`config.mk`:
```
export PLATFORM = sky130hd
export DESIGN_NAME = scf_fault_ctrl
export DESIGN_NICKNAME = d
export VERILOG_FILES = /design/src/verilog/scf_fault_ctrl.v
export VERILOG_INCLUDE_DIRS = /design/src /design/src/verilog
export SDC_FILE = /design/constraint.sdc
export NUM_CORES = 1
export LEC_CHECK = 0
export ABC_AREA = 1
export BUFFER_PORTS_ARGS = -buffer_cell sky130_fd_sc_hd__buf_2
export CORE_MARGIN = 1
export CORE_UTILIZATION = 57
export DETAILED_ROUTE_END_ITERATION = 8
export PLACE_DENSITY = 0.86
export SYNTH_ARGS = -nofsm -noshare
export SYNTH_HDL_FRONTEND = slang
export SYNTH_HIERARCHICAL = 1
export SYNTH_SLANG_ARGS = --single-unit
export TNS_END_PERCENT = 1
```
`constraint.sdc`:
```
create_clock -name clk_i -period 3.2 [get_ports clk_i]
set_input_delay 0.64 -clock clk_i [delete_from_list [all_inputs] [get_ports clk_i]]
set_output_delay 0.64 -clock clk_i [all_outputs]
set_load 0.02 [all_outputs]
```
`src/verilog/scf_regs.vh`:
```
// register map and field layout of the stage 2 bank control and fault syndrome block
// assumes a 32-bit wishbone data path with byte addressing
`ifndef SCF_REGS_VH
`define SCF_REGS_VH

// ****************************************************************
// register offsets (byte addresses)
// ****************************************************************
`define SCF_OFS_CTRL 12'h000
`define SCF_OFS_SYN_MAIN 12'h068
`define SCF_OFS_SYN_EXTRA 12'h06C
`define SCF_OFS_PMU_AUTH 12'hFB8

// ****************************************************************
// syndrome main fields
// ****************************************************************
`define SCF_SYN_BANK_HI 23
`define SCF_SYN_BANK_LO 16
`define SCF_SYN_ASYNC 11
`define SCF_SYN_WALK 10
`define SCF_SYN_ATOP 9
`define SCF_SYN_NS_ATTR 8
`define SCF_SYN_NS_CLIENT 7
`define SCF_SYN_INSTR 6
`define SCF_SYN_PRIV 5
`define SCF_SYN_WRITE 4
`define SCF_SYN_NEST_WALK 3
`define SCF_SYN_LVL_HI 1
`define SCF_SYN_LVL_LO 0

// ****************************************************************
// control register fields
// ****************************************************************
`define SCF_CTL_WALLOC_HI 27
`define SCF_CTL_WALLOC_LO 26
`define SCF_CTL_RALLOC_HI 25
`define SCF_CTL_RALLOC_LO 24
`define SCF_CTL_SHARE_HI 23
`define SCF_CTL_SHARE_LO 22
`define SCF_CTL_FBCAST 21
`define SCF_CTL_ENABLE 0
`define SCF_CTL_RESET 32'h0000_0000
`define SCF_SYN_RESET 32'h0000_0000

// ****************************************************************
// encodings
// ****************************************************************
`define SCF_LVL_1 2'h1
`define SCF_SHARE_RSVD 2'h0
`define SCF_ALLOC_RSVD 2'h1
`define SCF_ALLOC_DEFAULT 2'h0
`define SCF_KIND_TRANSL 2'h0
`define SCF_KIND_ACCESS 2'h1
`define SCF_KIND_PERM 2'h2
`define SCF_KIND_WALK 2'h3

`endif
```
`src/verilog/scf_fault_ctrl.v`:
```
// stage 2 context bank: fault syndrome capture, bank system control register,
// attribute override for disabled translation and maintenance broadcast steering
// assumes fault and transaction inputs come from logic on clk_i; wishbone classic slave
//
// The Wishbone register port is this design's own decision.
`timescale 1ns/1ps
`include "scf_regs.vh"

// Notes on behaviour
// - nested translation records the stage 1 bank index in bits 23:16
// - without nested support the main syndrome bank index reads zero and ignores writes; the second syndrome register still records it
// - async flag is 1 for asynchronously recorded faults, else 0
// - walk fault flag is 1 when fault arose in a table walk
// - translation operation flag is 1 when fault arose in such operation
// - record non-secure attribute and non-secure client bits, secure gives 0
// - record instruction, privileged and write attributes of the faulting access
// - nested walk flag set for stage 2 fault of stage 1 walk; zero without nesting
// - fault level coded 01, 10, 11 for levels 1 to 3
// - walk faults report the level of the walk in progress
// - translation faults report table level; disabled walk or out of range gives 1
// - access faults give table level; permission faults give last level used
// - two 32-bit read-write syndrome registers; second layout is our own
// - disabled bank takes write allocate hint from the control field unless that field holds 01, which passes the incoming hint
// - disabled bank takes read allocate hint from the control field unless that field holds 01, which passes the incoming hint
// - disabled bank merges shareability from the control field with the incoming value
// - shareability combines with the preceding stage, keeping the wider domain
// - force broadcast bit makes maintenance operations broadcast
// - control register is 32-bit read-write with top four bits reserved
// - read-only performance monitor authentication status at its offset
// - control bit 0 enables translation; clear means override fields govern
module scf_fault_ctrl #(
  parameter NESTED = 1,
  parameter [31:0] PMU_AUTH_VALUE = 32'h0000_0000
) (
  input wire clk_i,
  input wire rst_i,
  // wishbone classic slave
  input wire cyc_i,
  input wire stb_i,
  input wire we_i,
  input wire [11:0] adr_i,
  input wire [3:0] sel_i,
  input wire [31:0] dat_i,
  output reg [31:0] dat_o,
  output reg ack_o,
  // fault report from the translation logic
  input wire fault_valid_i,
  input wire [7:0] fault_bank_i,
  input wire fault_async_i,
  input wire fault_walk_i,
  input wire fault_atop_i,
  input wire fault_ns_attr_i,
  input wire fault_ns_client_i,
  input wire fault_instr_i,
  input wire fault_priv_i,
  input wire fault_write_i,
  input wire fault_nest_walk_i,
  input wire [1:0] fault_kind_i,
  input wire [1:0] fault_level_i,
  input wire [1:0] fault_last_level_i,
  input wire fault_walk_off_i,
  input wire fault_out_of_range_i,
  // transaction attributes from the preceding step
  input wire txn_valid_i,
  input wire [1:0] txn_walloc_i,
  input wire [1:0] txn_ralloc_i,
  input wire [1:0] txn_share_i,
  output reg txn_valid_o,
  output reg txn_translate_o,
  output reg [1:0] txn_walloc_o,
  output reg [1:0] txn_ralloc_o,
  output reg [1:0] txn_share_o,
  // maintenance operations
  input wire maint_valid_i,
  input wire [1:0] maint_kind_i,
  output reg maint_bcast_o,
  output reg maint_local_o,
  output reg [1:0] maint_kind_o,
  // live control state
  output reg translate_en_o,
  output reg force_broadcast_o
);

  // ****************************************************************
  // register storage
  // ****************************************************************
  reg [31:0] syn_main;
  reg [31:0] syn_extra;
  reg [31:0] ctrl;
  reg [31:0] next_syn_main;
  reg [31:0] next_syn_extra;
  reg [31:0] next_ctrl;
  reg [31:0] rd_data;
  reg [31:0] fault_word;
  reg [31:0] wmask;
  reg [1:0] fault_lvl;
  reg [1:0] share_mix;

  // ****************************************************************
  // address decode
  // ****************************************************************
  wire bus_req = cyc_i & stb_i;
  wire bus_wr = bus_req & we_i & ack_o;
  wire [11:0] word_adr = {adr_i[11:2], 2'h0};
  wire hit_ctrl = (word_adr == `SCF_OFS_CTRL);
  wire hit_main = (word_adr == `SCF_OFS_SYN_MAIN);
  wire hit_extra = (word_adr == `SCF_OFS_SYN_EXTRA);
  wire [1:0] walloc_pick;
  wire [1:0] ralloc_pick;

  // only fields that exist in this bank are writable
  localparam [31:0] CTRL_MASK = (32'h1 << `SCF_CTL_WALLOC_HI)
    | (32'h1 << `SCF_CTL_WALLOC_LO)
    | (32'h1 << `SCF_CTL_RALLOC_HI)
    | (32'h1 << `SCF_CTL_RALLOC_LO)
    | (32'h1 << `SCF_CTL_SHARE_HI)
    | (32'h1 << `SCF_CTL_SHARE_LO)
    | (32'h1 << `SCF_CTL_FBCAST)
    | (32'h1 << `SCF_CTL_ENABLE);
  localparam [31:0] BANK_MASK = (32'h1 << (`SCF_SYN_BANK_HI + 1))
    - (32'h1 << `SCF_SYN_BANK_LO);
  localparam [31:0] SYN_MASK_BASE = (32'h1 << `SCF_SYN_ASYNC)
    | (32'h1 << `SCF_SYN_WALK)
    | (32'h1 << `SCF_SYN_ATOP)
    | (32'h1 << `SCF_SYN_NS_ATTR)
    | (32'h1 << `SCF_SYN_NS_CLIENT)
    | (32'h1 << `SCF_SYN_INSTR)
    | (32'h1 << `SCF_SYN_PRIV)
    | (32'h1 << `SCF_SYN_WRITE)
    | (32'h1 << `SCF_SYN_LVL_HI)
    | (32'h1 << `SCF_SYN_LVL_LO);
  localparam [31:0] NEST_MASK = BANK_MASK | (32'h1 << `SCF_SYN_NEST_WALK);
  localparam [31:0] SYN_MASK = (NESTED != 0) ? (SYN_MASK_BASE | NEST_MASK) : SYN_MASK_BASE;

  // ****************************************************************
  // fault level selection
  // ****************************************************************
  always @* begin
    case (fault_kind_i)
      `SCF_KIND_WALK: begin
        fault_lvl = fault_level_i;
      end
      `SCF_KIND_TRANSL: begin
        if (fault_walk_off_i | fault_out_of_range_i) begin
          fault_lvl = `SCF_LVL_1;
        end else begin
          fault_lvl = fault_level_i;
        end
      end
      `SCF_KIND_ACCESS: begin
        fault_lvl = fault_level_i;
      end
      `SCF_KIND_PERM: begin
        fault_lvl = fault_last_level_i;
      end
      default: begin
        fault_lvl = fault_level_i;
      end
    endcase
  end

  // ****************************************************************
  // syndrome word assembly
  // ****************************************************************
  always @* begin
    fault_word = 32'h0000_0000;
    if (NESTED != 0) begin
      fault_word[`SCF_SYN_BANK_HI:`SCF_SYN_BANK_LO] = fault_bank_i;
      fault_word[`SCF_SYN_NEST_WALK] = fault_nest_walk_i;
    end
    fault_word[`SCF_SYN_ASYNC] = fault_async_i;
    fault_word[`SCF_SYN_WALK] = fault_walk_i;
    fault_word[`SCF_SYN_ATOP] = fault_atop_i;
    fault_word[`SCF_SYN_NS_ATTR] = fault_ns_attr_i;
    fault_word[`SCF_SYN_NS_CLIENT] = fault_ns_client_i;
    fault_word[`SCF_SYN_INSTR] = fault_instr_i;
    fault_word[`SCF_SYN_PRIV] = fault_priv_i;
    fault_word[`SCF_SYN_WRITE] = fault_write_i;
    fault_word[`SCF_SYN_LVL_HI:`SCF_SYN_LVL_LO] = fault_lvl;
  end

  // ****************************************************************
  // control register write
  // ****************************************************************
  always @* begin
    wmask = {{8{sel_i[3]}}, {8{sel_i[2]}}, {8{sel_i[1]}}, {8{sel_i[0]}}};
  end

  // a write lands at the edge where the master samples ack high
  always @* begin
    next_ctrl = ctrl;
    if (bus_wr & hit_ctrl) begin
      // reserved bits stay zero whatever software writes
      next_ctrl = (ctrl & ~(wmask & CTRL_MASK)) | (dat_i & wmask & CTRL_MASK);
    end
  end

  always @(posedge clk_i) begin
    if (rst_i) begin
      ctrl <= `SCF_CTL_RESET;
    end else begin
      ctrl <= next_ctrl;
    end
  end

  // ****************************************************************
  // syndrome write and fault capture
  // ****************************************************************
  always @* begin
    next_syn_main = syn_main;
    next_syn_extra = syn_extra;
    if (bus_wr & hit_main) begin
      next_syn_main = (syn_main & ~(wmask & SYN_MASK)) | (dat_i & wmask & SYN_MASK);
    end
    if (bus_wr & hit_extra) begin
      next_syn_extra = (syn_extra & ~wmask) | (dat_i & wmask);
    end
    // a fault in the same cycle as a software write wins
    if (fault_valid_i) begin
      next_syn_main = fault_word;
      next_syn_extra = {24'h00_0000, fault_bank_i};
    end
  end

  always @(posedge clk_i) begin
    if (rst_i) begin
      syn_main <= `SCF_SYN_RESET;
      syn_extra <= `SCF_SYN_RESET;
    end else begin
      syn_main <= next_syn_main;
      syn_extra <= next_syn_extra;
    end
  end

  // ****************************************************************
  // wishbone read and acknowledge
  // ****************************************************************
  always @* begin
    case (word_adr)
      `SCF_OFS_CTRL: begin
        rd_data = ctrl;
      end
      `SCF_OFS_SYN_MAIN: begin
        rd_data = syn_main;
      end
      `SCF_OFS_SYN_EXTRA: begin
        rd_data = syn_extra;
      end
      `SCF_OFS_PMU_AUTH: begin
        rd_data = PMU_AUTH_VALUE;
      end
      default: begin
        // unmapped offsets read as zero
        rd_data = 32'h0000_0000;
      end
    endcase
  end

  always @(posedge clk_i) begin
    if (rst_i) begin
      ack_o <= 1'b0;
      dat_o <= 32'h0000_0000;
    end else begin
      ack_o <= bus_req & ~ack_o;
      if (bus_req & ~ack_o) begin
        dat_o <= rd_data;
      end
    end
  end

  // ****************************************************************
  // attribute path for transactions
  // ****************************************************************
  // wider domain wins: outer (01) over inner (10) over none (11)
  always @* begin
    if (ctrl[`SCF_CTL_SHARE_HI:`SCF_CTL_SHARE_LO] == `SCF_SHARE_RSVD) begin
      share_mix = txn_share_i;
    end else if (txn_share_i == `SCF_SHARE_RSVD) begin
      share_mix = ctrl[`SCF_CTL_SHARE_HI:`SCF_CTL_SHARE_LO];
    end else if (txn_share_i < ctrl[`SCF_CTL_SHARE_HI:`SCF_CTL_SHARE_LO]) begin
      share_mix = txn_share_i;
    end else begin
      share_mix = ctrl[`SCF_CTL_SHARE_HI:`SCF_CTL_SHARE_LO];
    end
  end

  // ****************************************************************
  // allocate hint selection for a disabled bank
  // ****************************************************************
  scf_alloc_pick scf_alloc_pick_wr (
    .cfg_i(ctrl[`SCF_CTL_WALLOC_HI:`SCF_CTL_WALLOC_LO]),
    .hint_i(txn_walloc_i),
    .pick_o(walloc_pick)
  );

  scf_alloc_pick scf_alloc_pick_rd (
    .cfg_i(ctrl[`SCF_CTL_RALLOC_HI:`SCF_CTL_RALLOC_LO]),
    .hint_i(txn_ralloc_i),
    .pick_o(ralloc_pick)
  );

  // ****************************************************************
  // attribute pipeline
  // ****************************************************************
  always @(posedge clk_i) begin
    if (rst_i) begin
      txn_valid_o <= 1'b0;
      txn_translate_o <= 1'b0;
      txn_walloc_o <= `SCF_ALLOC_DEFAULT;
      txn_ralloc_o <= `SCF_ALLOC_DEFAULT;
      txn_share_o <= `SCF_SHARE_RSVD;
    end else begin
      txn_valid_o <= txn_valid_i;
      txn_translate_o <= ctrl[`SCF_CTL_ENABLE];
      if (ctrl[`SCF_CTL_ENABLE]) begin
        txn_walloc_o <= txn_walloc_i;
        txn_ralloc_o <= txn_ralloc_i;
        txn_share_o <= txn_share_i;
      end else begin
        txn_walloc_o <= walloc_pick;
        txn_ralloc_o <= ralloc_pick;
        txn_share_o <= share_mix;
      end
    end
  end

  // ****************************************************************
  // maintenance steering and operation kind output
  // ****************************************************************
  always @(posedge clk_i) begin
    if (rst_i) begin
      maint_bcast_o <= 1'b0;
      maint_local_o <= 1'b0;
      maint_kind_o <= 2'h0;
    end else begin
      maint_bcast_o <= maint_valid_i & ctrl[`SCF_CTL_FBCAST];
      maint_local_o <= maint_valid_i & ~ctrl[`SCF_CTL_FBCAST];
      maint_kind_o <= maint_kind_i;
    end
  end

  // ****************************************************************
  // live control outputs
  // ****************************************************************
  always @(posedge clk_i) begin
    if (rst_i) begin
      translate_en_o <= 1'b0;
      force_broadcast_o <= 1'b0;
    end else begin
      translate_en_o <= ctrl[`SCF_CTL_ENABLE];
      force_broadcast_o <= ctrl[`SCF_CTL_FBCAST];
    end
  end

endmodule

// ****************************************************************
// allocate hint override for a disabled bank
// ****************************************************************
module scf_alloc_pick #(
  parameter W = 2
) (
  input wire [W-1:0] cfg_i,
  input wire [W-1:0] hint_i,
  output reg [W-1:0] pick_o
);

  localparam [W-1:0] RSVD = `SCF_ALLOC_RSVD;

  // the reserved code has no meaning of its own, so the incoming hint stands
  always @* begin
    if (cfg_i == RSVD) begin
      pick_o = hint_i;
    end else begin
      pick_o = cfg_i;
    end
  end

endmodule

```
==> flow_metrics.tcl, run 1 <==
set metrics [dict create \
    outcome "finished clean" \
    vias_per_cell 5.47 \
    clkLatencyLatePin_ns 0.37 \
    yosysWarnings 6 \
    fmax_ghz 0.471 \
    seqCellArea_um2 2100 \
    numCtsBuffers 9 \
    sequentialPowerShare 0.560 \
    yosysSeqAreaShare 0.418 \
    power_switching_mw 0.665 \
    p_leak_nw 2.76 \
    yosysTopAreaCellShare 0.418 \
    die_area_um2 9190 \
    cts_num_sinks 105 \
    ys_ff_latch 105 \
    nNetsFinal 948 \
    hold_path_depth 2 \
    postCtsSetupRepairBufs 0 \
    crit_fanout 15 \
    critPathArrivalTime_ns 2.42 \
    setup_viol 0 \
    dieWidth_um 95.9 \
    cts-root-buf "clkbuf_8" \
    maxCapViolCount 0 \
    p_per_area_nw_per_um2 409 \
    tritoncts "done" \
    synth_top_area_cell "dfxtp_1" \
    grt_pass1_vias 4643 \
    initialDrtViolationCount 329 \
    drive_gt1_frac 0.211 \
    grt_max_degree 41 \
    cp_slowest_cell "nor2_1" \
    max-vdd-ir-drop_uv 191 \
    gp_congestion 0.876 \
    synth.avg_cell_area_um2 6.78 \
    syn_nets 832 \
    synth_cells 741 \
    path_clk_slew_ns 0.10 \
    drt-wirelength-per-cell_um 14.1 \
    synth.distinct_cells 29 \
    slew_headroom 0.608 \
    criticalPathCategory "input port to flip-flop" \
    max_slew.worst_pin.slew_ns 0.587 \
    nFillCells 741 \
    rsz0062_at_grt "no" \
    clock_power_share 0.320 \
    cp_cell_sequence "buf_2 -> inv_2 -> nand2_1 -> nor2_4 -> buf_4 -> nand4_1 -> nor2_1 -> o21ai_0 -> nor2_1" \
    coreArea_um2 8380 \
    worstRegToRegCells 6 \
    hold_violations 0 \
    portBuffers 133 \
    cts_resized 0 \
    ant_nets 0 \
    antenna_found_initial 0 \
    min_path_type "flip-flop to flip-flop" \
    cts.path.max_buffers 2 \
    grt_overflow 0 \
    drc_errors 0 \
    required_ns 3.50 \
    period_needed_ns 2.12 \
    r2r_slack_ns 1.39 \
    finClkSkew_ns 0.00804 \
    path_common_cell "nor2_1" \
    setup-tns-final_ns 0 \
    grt_util_all_layers 0.308 \
    multi_input_area_um2 2410 \
    cts_hold_buf 0 \
    min_period_over_period 0.663 \
    worstSetupEndpointType "flip-flop" \
    swShare 0.276 \
    internal_power_mw 1.75 \
    cpPeakStageDelay_ns 0.37 \
    diodes 0 \
    dp_hpwl_um 9540 \
    num_rows 33 \
    total_power_mw 2.41 \
    slew_violations 0 \
    grt_pass1_wl_um 21700 \
    io_pins 136 \
    drtPass1Iterations 5 \
    cts_max_level 3 \
    vias 5284 \
    area_delta_synth_final_pct 17.3 \
    netlist_area_um2 5020 \
    crit_path_start_kind "input port" \
    dieHeight_um 95.9 \
    synthTopCellsByArea "dfxtp_1, nand2_1, a21oi_1" \
    wl_um 13600 \
    start_util 0.599 \
    pwr-share-comb 0.120 \
]
routing by layer:
metal	part of all wire	wire [um]	vias up	track usage
li1	-	-	2634	-
met1	0.42	5680	2371	0.391
met2	0.47	6430	243	0.515
met3	0.081	1110	36	0.0458
met4	0.027	367	0	0.138
met5	0	0	-	0
metrics by stage:
stage / cell area [um^2] / instances / hold slack [ns] / worst slack [ns] / util
floorplan: 5020 / 741 / 0.421 / 1.45 / -
global placement: 5720 / 951 / 0.444 / 0.829 / 0.682
detailed placement: 5720 / 951 / 0.448 / 0.780 / 0.682
CTS: 5890 / 966 / 0.463 / 1.15 / 0.703
global route: 5890 / 966 / 0.468 / 0.932 / 0.703
finish: 5890 / 966 / 0.460 / 1.08 / 0.703
path summary, 6_finish.rpt:
check	startpoint	endpoint
worst min register to register	flip-flop	dat_o[13]$_SDFFE_PP0P_
worst max-delay path	adr_i[7]	flip-flop
worst min-delay path	flip-flop	dat_o[13]$_SDFFE_PP0P_
worst max register to register	ack_o$_SDFF_PP0_	flip-flop
cell families (layout without fill, tap and decap cells):
group	count (synthesis)	count (layout)	synth area share
AOI/OAI and AO/OA	148	148	0.149
adders and majority gates	2	2	0.00498
buffers and inverters	127	247	0.102
DFF	105	105	0.418
and+or+nand+nor	359	359	0.326
cells in the mapped netlist:
| cell type | number |
|---|---|
| nor2_1 | 85 |
| o22ai_1 | 1 |
| a31oi_1 | 1 |
| nor3_4 | 1 |
| o21ai_1 | 11 |
| nor3_1 | 3 |
| clkbuf_1 | 19 |
| buf_6 | 3 |
| buf_2 | 7 |
| nand2_1 | 157 |
| nand3_4 | 1 |
| nand3_2 | 2 |
| nand2_4 | 3 |
| ha_1 | 2 |
| nand4_1 | 27 |
| nor2_8 | 1 |
| buf_4 | 1 |
| inv_1 | 85 |
| nand3b_1 | 2 |
| a21oi_1 | 69 |
| nor2_4 | 5 |
| dfxtp_1 | 105 |
| nand2_2 | 3 |
| buf_1 | 7 |
| inv_2 | 5 |
| nand3_1 | 66 |
| o21ai_0 | 65 |
| o311ai_0 | 1 |
| nor2_2 | 3 |
critical path: cells and delay by family:
| kind | cells | cell delay [ns] |
|---|---|---|
| compound gates | 1 | 0.15 |
| buf+inv | 3 | 0.44 |
| simple gates | 5 | 1.18 |
power groups by stage:
stage | combinational [mW] | clock [mW] | sequential (mW)
after floorplan | 0.153 | 0 | 1.39
after global placement | 0.277 | 0 | 1.38
after detailed placement | 0.284 | 0 | 1.38
after CTS | 0.286 | 0.778 | 1.35
after global routing | 0.322 | 0.831 | 1.36
final | 0.290 | 0.772 | 1.35
placed cells by master, fill, tap and decap left out, types with 9 or more instances in the layout:
cell,Yosys,layout
buf_2,7,133
o21ai_1,11,11
inv_1,85,85
dfxtp_1,105,105
nand4_1,27,27
nand3_1,66,66
nor2_1,85,84
clkbuf_8,0,10
nand2_1,157,157
a21oi_1,69,69
o21ai_0,65,65
buf_4,1,9
cell type report:
type	instances	area share
clock buffers	10	0.0233
multi-input cells	509	0.409
flip-flops and latches	105	0.357
inverters	90	0.0573
well taps	105	0.0223
clock inverters	5	0.00658
repair buffers	142	0.124
Power figures use the tool's default switching activity.
==> run 2: changes to the inputs <==
CORE_UTILIZATION = 53   (was 57)
PLACE_DENSITY = 0.8   (was 0.86)
clock period = 2 ns   (was 3.2 ns; I/O delays follow)
==> flow_metrics.tcl, run 2 (same netlist as run 1, synthesis figures left out) <==
set metrics [dict create \
    worstSetupEndpointType "flip-flop" \
    area_delta_synth_final_pct 20.3 \
    die_area_um2 9870 \
    grt_pass1_vias 4869 \
    nFillCells 849 \
    grt_util_all_layers 0.280 \
    diodes 0 \
    maxCapViolCount 0 \
    layout_commonest_cell "nand2_1" \
    drtPass1Iterations 5 \
    grt_overflow 0 \
    io_pins 136 \
    crit_path_start_kind "flip-flop" \
    fmax_ghz 0.612 \
    drt-wirelength-per-cell_um 13.8 \
    start_util 0.546 \
    rsz0062_at_grt "no" \
    dieWidth_um 99.4 \
    crit_fanout 16 \
    p_leak_nw 2.85 \
    max_slew.worst_pin.slew_ns 0.510 \
    hold_path_depth 3 \
    setup-tns-final_ns 0 \
    vias 5270 \
    design_area_um2 6040 \
    criticalPathCategory "flip-flop to flip-flop" \
    finClkSkew_ns 0.0113 \
    gp_congestion 0.894 \
    dieHeight_um 99.4 \
    postCtsSetupRepairBufs 0 \
    r2r_start "ack_o$_SDFF_PP0_" \
    antenna_found_initial 0 \
    p_per_area_nw_per_um2 661 \
    num_rows 35 \
    initialDrtViolationCount 272 \
    slew_violations 0 \
    cts.path.max_buffers 2 \
    internal_power_mw 2.94 \
    min_period_over_period 0.818 \
    nNetsFinal 963 \
    period_needed_ns 1.64 \
    clock_power_share 0.339 \
    cts_resized 0 \
    drive_gt1_frac 0.225 \
    path_clk_slew_ns 0.10 \
    outcome "finished clean" \
    numCtsBuffers 9 \
    slew_headroom 0.659 \
    final_core_util 0.657 \
    cts_hold_buf 0 \
    min-delay-start "txn_valid_i" \
    layout_common_cells "nand2_1, buf_2, dfxtp_1, inv_1, nor2_1" \
    power_switching_mw 1.06 \
    grt_max_degree 45 \
    tritoncts "done" \
    cts_max_level 3 \
    place_area_um2 5840 \
    swShare 0.265 \
    clkLatencyLatePin_ns 0.37 \
    cts_num_sinks 105 \
    portBuffers 133 \
    pwr-share-comb 0.120 \
    worstRegToRegCells 7 \
    max-vdd-ir-drop_uv 318 \
    ant_nets 0 \
    coreArea_um2 9200 \
    hold_path_end "txn_valid_o$_SDFF_PP0_" \
    dp_hpwl_um 10100 \
    setup_viol 0 \
    required_ns 2.26 \
    drc_errors 0 \
    wl_um 13700 \
    min_path_type "input port to flip-flop" \
    hold_violations 0 \
    sequentialPowerShare 0.541 \
    cts-root-buf "clkbuf_8" \
    critPathArrivalTime_ns 1.89 \
    grt_pass1_wl_um 22100 \
    r2r_slack_ns 0.36 \
    vias_per_cell 5.33 \
]
run 2: worst max-delay path: stages (launching register included):
cell and delay (ns):
dfxtp_1 0.37, nand2_1 0.07, nor2_2 0.28, inv_2 0.15, nor2_8 0.22, nand2_4 0.17
a21oi_1 0.19, nor2_1 0.07
run 2: how the worst max path moves through the flow:
stage,to,startpoint,slack (ns),depth (start not counted)
finish,flip-flop,ack_o$_SDFF_PP0_,0.36,7
global route,flip-flop,ack_o$_SDFF_PP0_,0.24,7
global placement,dat_o[9]$_SDFFE_PP0P_,adr_i[4],0.16,8
detailed placement,dat_o[8]$_SDFFE_PP0P_,adr_i[4],0.12,8
CTS,flip-flop,ack_o$_SDFF_PP0_,0.38,7
floorplan,flip-flop,ack_o$_SDFF_PP0_,0.48,8
run 2: cell type report:
class                      count  area (um^2)  area share
clock buffer                  11          141      0.0234
clock inverter                 5         63.8      0.0106
inverter                      90          338      0.0559
multi-input combinational    509         2410       0.399
sequential                   105         2100       0.348
tap                          111          139      0.0230
timing repair buffer         157          846       0.140
run 2: power by group through the flow:
stage	combinational (mW)	clock, mW	sequential, mW
CTS	0.474	1.36	2.16
finish	0.479	1.35	2.16
global placement	0.457	0	2.21
floorplan	0.245	0	2.23
global route	0.531	1.45	2.17
detailed placement	0.471	0	2.21
run 2: per-layer routing:
| layer | part of all wire | GRT usage | up-vias |
|---|---|---|---|
| met5 | 0 | 0 | - |
| met4 | 0.024 | 0.0984 | 0 |
| met3 | 0.075 | 0.0394 | 30 |
| met2 | 0.48 | 0.487 | 225 |
| met1 | 0.42 | 0.355 | 2353 |
| li1 | - | - | 2662 |
run 2: through the flow:
stage	power, mW	instances	hold slack (ns)	setup slack, ns
5_1_grt	4.15	988	0.228	0.244
6_report	4.00	988	0.233	0.365
3_5_place_dp	2.68	972	0.444	0.118
2_1_floorplan	2.48	741	0.421	0.482
3_3_place_gp	2.67	972	0.442	0.155
4_1_cts	4.00	988	0.227	0.382
==> run 3: changes to the inputs <==
ABC_AREA = 0   (was 1)
CORE_UTILIZATION = 46   (was 53)
PLACE_DENSITY = 0.75   (was 0.8)
clock period = 1.43 ns   (was 2 ns; I/O delays follow)
==> flow_metrics.tcl, run 3 <==
set metrics [dict create \
    hold_path_depth 2 \
    cp_slowest_cell "or4b_4" \
    crit_fanout 8 \
    cts_hold_buf 0 \
    path_depth 5 \
    synth.distinct_cells 43 \
    criticalPathCategory "input port to flip-flop" \
    ant_nets 0 \
    min_period_over_period 1.19 \
    yosysSeqAreaShare 0.468 \
    nNetsFinal 741 \
    required_ns 1.73 \
    yosysTopAreaCellShare 0.468 \
    setup-tns-final_ns -6.15 \
    vias_per_cell 5.71 \
    finalWorstSetupSlack_ns -0.269 \
    cp_cell_sequence "buf_6 -> or4_4 -> or4b_4 -> mux2_4 -> nor3_4" \
    area_delta_synth_final_pct 35.5 \
    worstRegToRegCells 4 \
    netlist_area_um2 4500 \
    cts_max_level 3 \
    pre_cts_slack_ns -0.718 \
    layout_common_cells "buf_2, dfxtp_1, a21oi_1, buf_4, nand3_1" \
    wl_um 13300 \
    drt-wirelength-per-cell_um 16.9 \
    slew_violations 0 \
    synth_most_common_cell "dfxtp_1" \
    numCtsBuffers 9 \
    cpPeakStageDelay_ns 0.61 \
    grt_pass1_vias 4445 \
    min_path_type "input port to flip-flop" \
    rsz0062_at_grt "yes" \
    layout_commonest_cell "buf_2" \
    fmax_ghz 0.589 \
    place_area_um2 5680 \
    critPathArrivalTime_ns 2.00 \
    fin_hold_ws_ns 0.120 \
    tritoncts "done" \
    grt_overflow 0 \
    p_per_area_nw_per_um2 887 \
    gp_congestion 0.864 \
    grt_max_degree 29 \
    path_clk_slew_ns 0.10 \
    ys_top_cells_by_count "dfxtp_1, a21oi_1, o21ai_0, clkbuf_1, nand3_1" \
    clkLatencyLatePin_ns 0.37 \
    crit_family "simple AND/OR/NAND/NOR gates" \
    setup_viol 79 \
    slew_headroom 0.775 \
    outcome "finished, violations left" \
    vias 4480 \
    cts.path.max_buffers 2 \
    nFillCells 828 \
    antenna_found_initial 0 \
    crit_buf_inv 1 \
    portBuffers 133 \
    io_pins 136 \
    dp_hpwl_um 9590 \
    drive_gt1_frac 0.391 \
    max_slew.worst_pin.slew_ns 0.329 \
    r2r_slack_ns -0.21 \
    coreArea_um2 9370 \
    synth_top_area_cell "dfxtp_1" \
    maxCapViolCount 0 \
    violations "negative setup slack" \
    die_area_um2 10200 \
    syn_nets 578 \
    max-vdd-ir-drop_uv 545 \
    start_util 0.480 \
    finClkSkew_ns 0.0103 \
    synth_edf_count 0 \
    initialDrtViolationCount 182 \
    num_rows 35 \
    cts-root-buf "clkbuf_8" \
    dieHeight_um 101 \
    drc_errors 0 \
    diodes 0 \
    p_leak_nw 2.64 \
    synthTopCellsByArea "dfxtp_1, a21oi_1, mux2i_1" \
    ys_ff_latch 105 \
    synth.avg_cell_area_um2 9.23 \
    crit_path_start_kind "input port" \
    synthArstFlopShare 0 \
    dieWidth_um 101 \
    drtPass1Iterations 5 \
    worstSetupEndpointType "flip-flop" \
    yosysWarnings 6 \
    grt_util_all_layers 0.267 \
    synth_flop_cell "dfxtp_1" \
    cts_num_sinks 105 \
    hold_violations 0 \
    synth_cells 487 \
    design_area_um2 6090 \
    period_needed_ns 1.70 \
    grt_pass1_wl_um 21100 \
]
==> run 3: cell types whose count changed after synthesis, sizes merged, moves of 14 or more <==
cell,change
a21oi,-14
clkbuf,+15
inv,-73
mux2i,+24
nand2,-146
nand3,-38
nand4,-21
nor2,-73
o21ai,-39
o2bb2ai,+23
o311a,+16
==> run 3: where the power goes <==
| part | internal [mW] | total, mW | switching (mW) |
|---|---|---|---|
| clock network | 0.693 | 1.73 | 1.04 |
| registers | 2.99 | 3.02 | 0.0325 |
| logic | 0.304 | 0.659 | 0.355 |
| total | 3.98 | 5.41 | 1.42 |
==> run 3: area by class of cell <==
class / instances / area [um^2] / share of cell area
inverter: 17 / 63.8 / 0.0105
clock inverter: 5 / 37.5 / 0.00616
sequential: 105 / 2100 / 0.345
timing repair buffer: 192 / 1230 / 0.201
multi-input combinational: 325 / 2360 / 0.387
clock buffer: 11 / 141 / 0.0232
tap: 129 / 161 / 0.0265
==> run 3: path summary, 6_finish.rpt <==
path | startpoint | endpoint
worst max-delay path | adr_i[7] | flip-flop
worst min-delay path | maint_valid_i | maint_bcast_o$_SDFF_PP0_
worst max register to register | ack_o$_SDFF_PP0_ | flip-flop
worst min register to register | dat_o[25]$_SDFFE_PP0P_ | dat_o[25]$_SDFFE_PP0P_
==> run 3: timing repair <==
action / CTS / global route
setup buffers: 1 / 0
cloned: 2 / 0
resized for setup: 27 / 40
endpoints found under the setup margin: 85 / 88
pin swaps: 32 / 9
==> run 3: cell families after synthesis <==
family,synth area share
AOI/OAI and AO/OA,0.234
and+or+nand+nor,0.174
DFF,0.468
buffers and inverters,0.0493
muxes,0.0701
adders and majority gates,0.00557
==> run 3: routing by layer <==
metal  wire length (um)  GRT usage
met3                921     0.0492
met1               5820      0.339
met5                  0          0
met2               6330      0.461
met4                184     0.0792
==> run 3: metrics by stage <==
step | utilization | instances | power [mW]
finish | 0.650 | 784 | 5.41
global route | 0.650 | 784 | 5.62
CTS | 0.637 | 785 | 5.39
detailed placement | 0.606 | 766 | 3.70
global placement | 0.606 | 766 | 3.68
floorplan | - | 487 | 3.37
==> run 3: worst reg2reg max path, stage by stage, from the launching register on <==
cell and delay (ns):
dfxtp_2 0.34, nand4_1 0.13, or4b_4 0.66, mux2_4 0.35, nor3_4 0.10
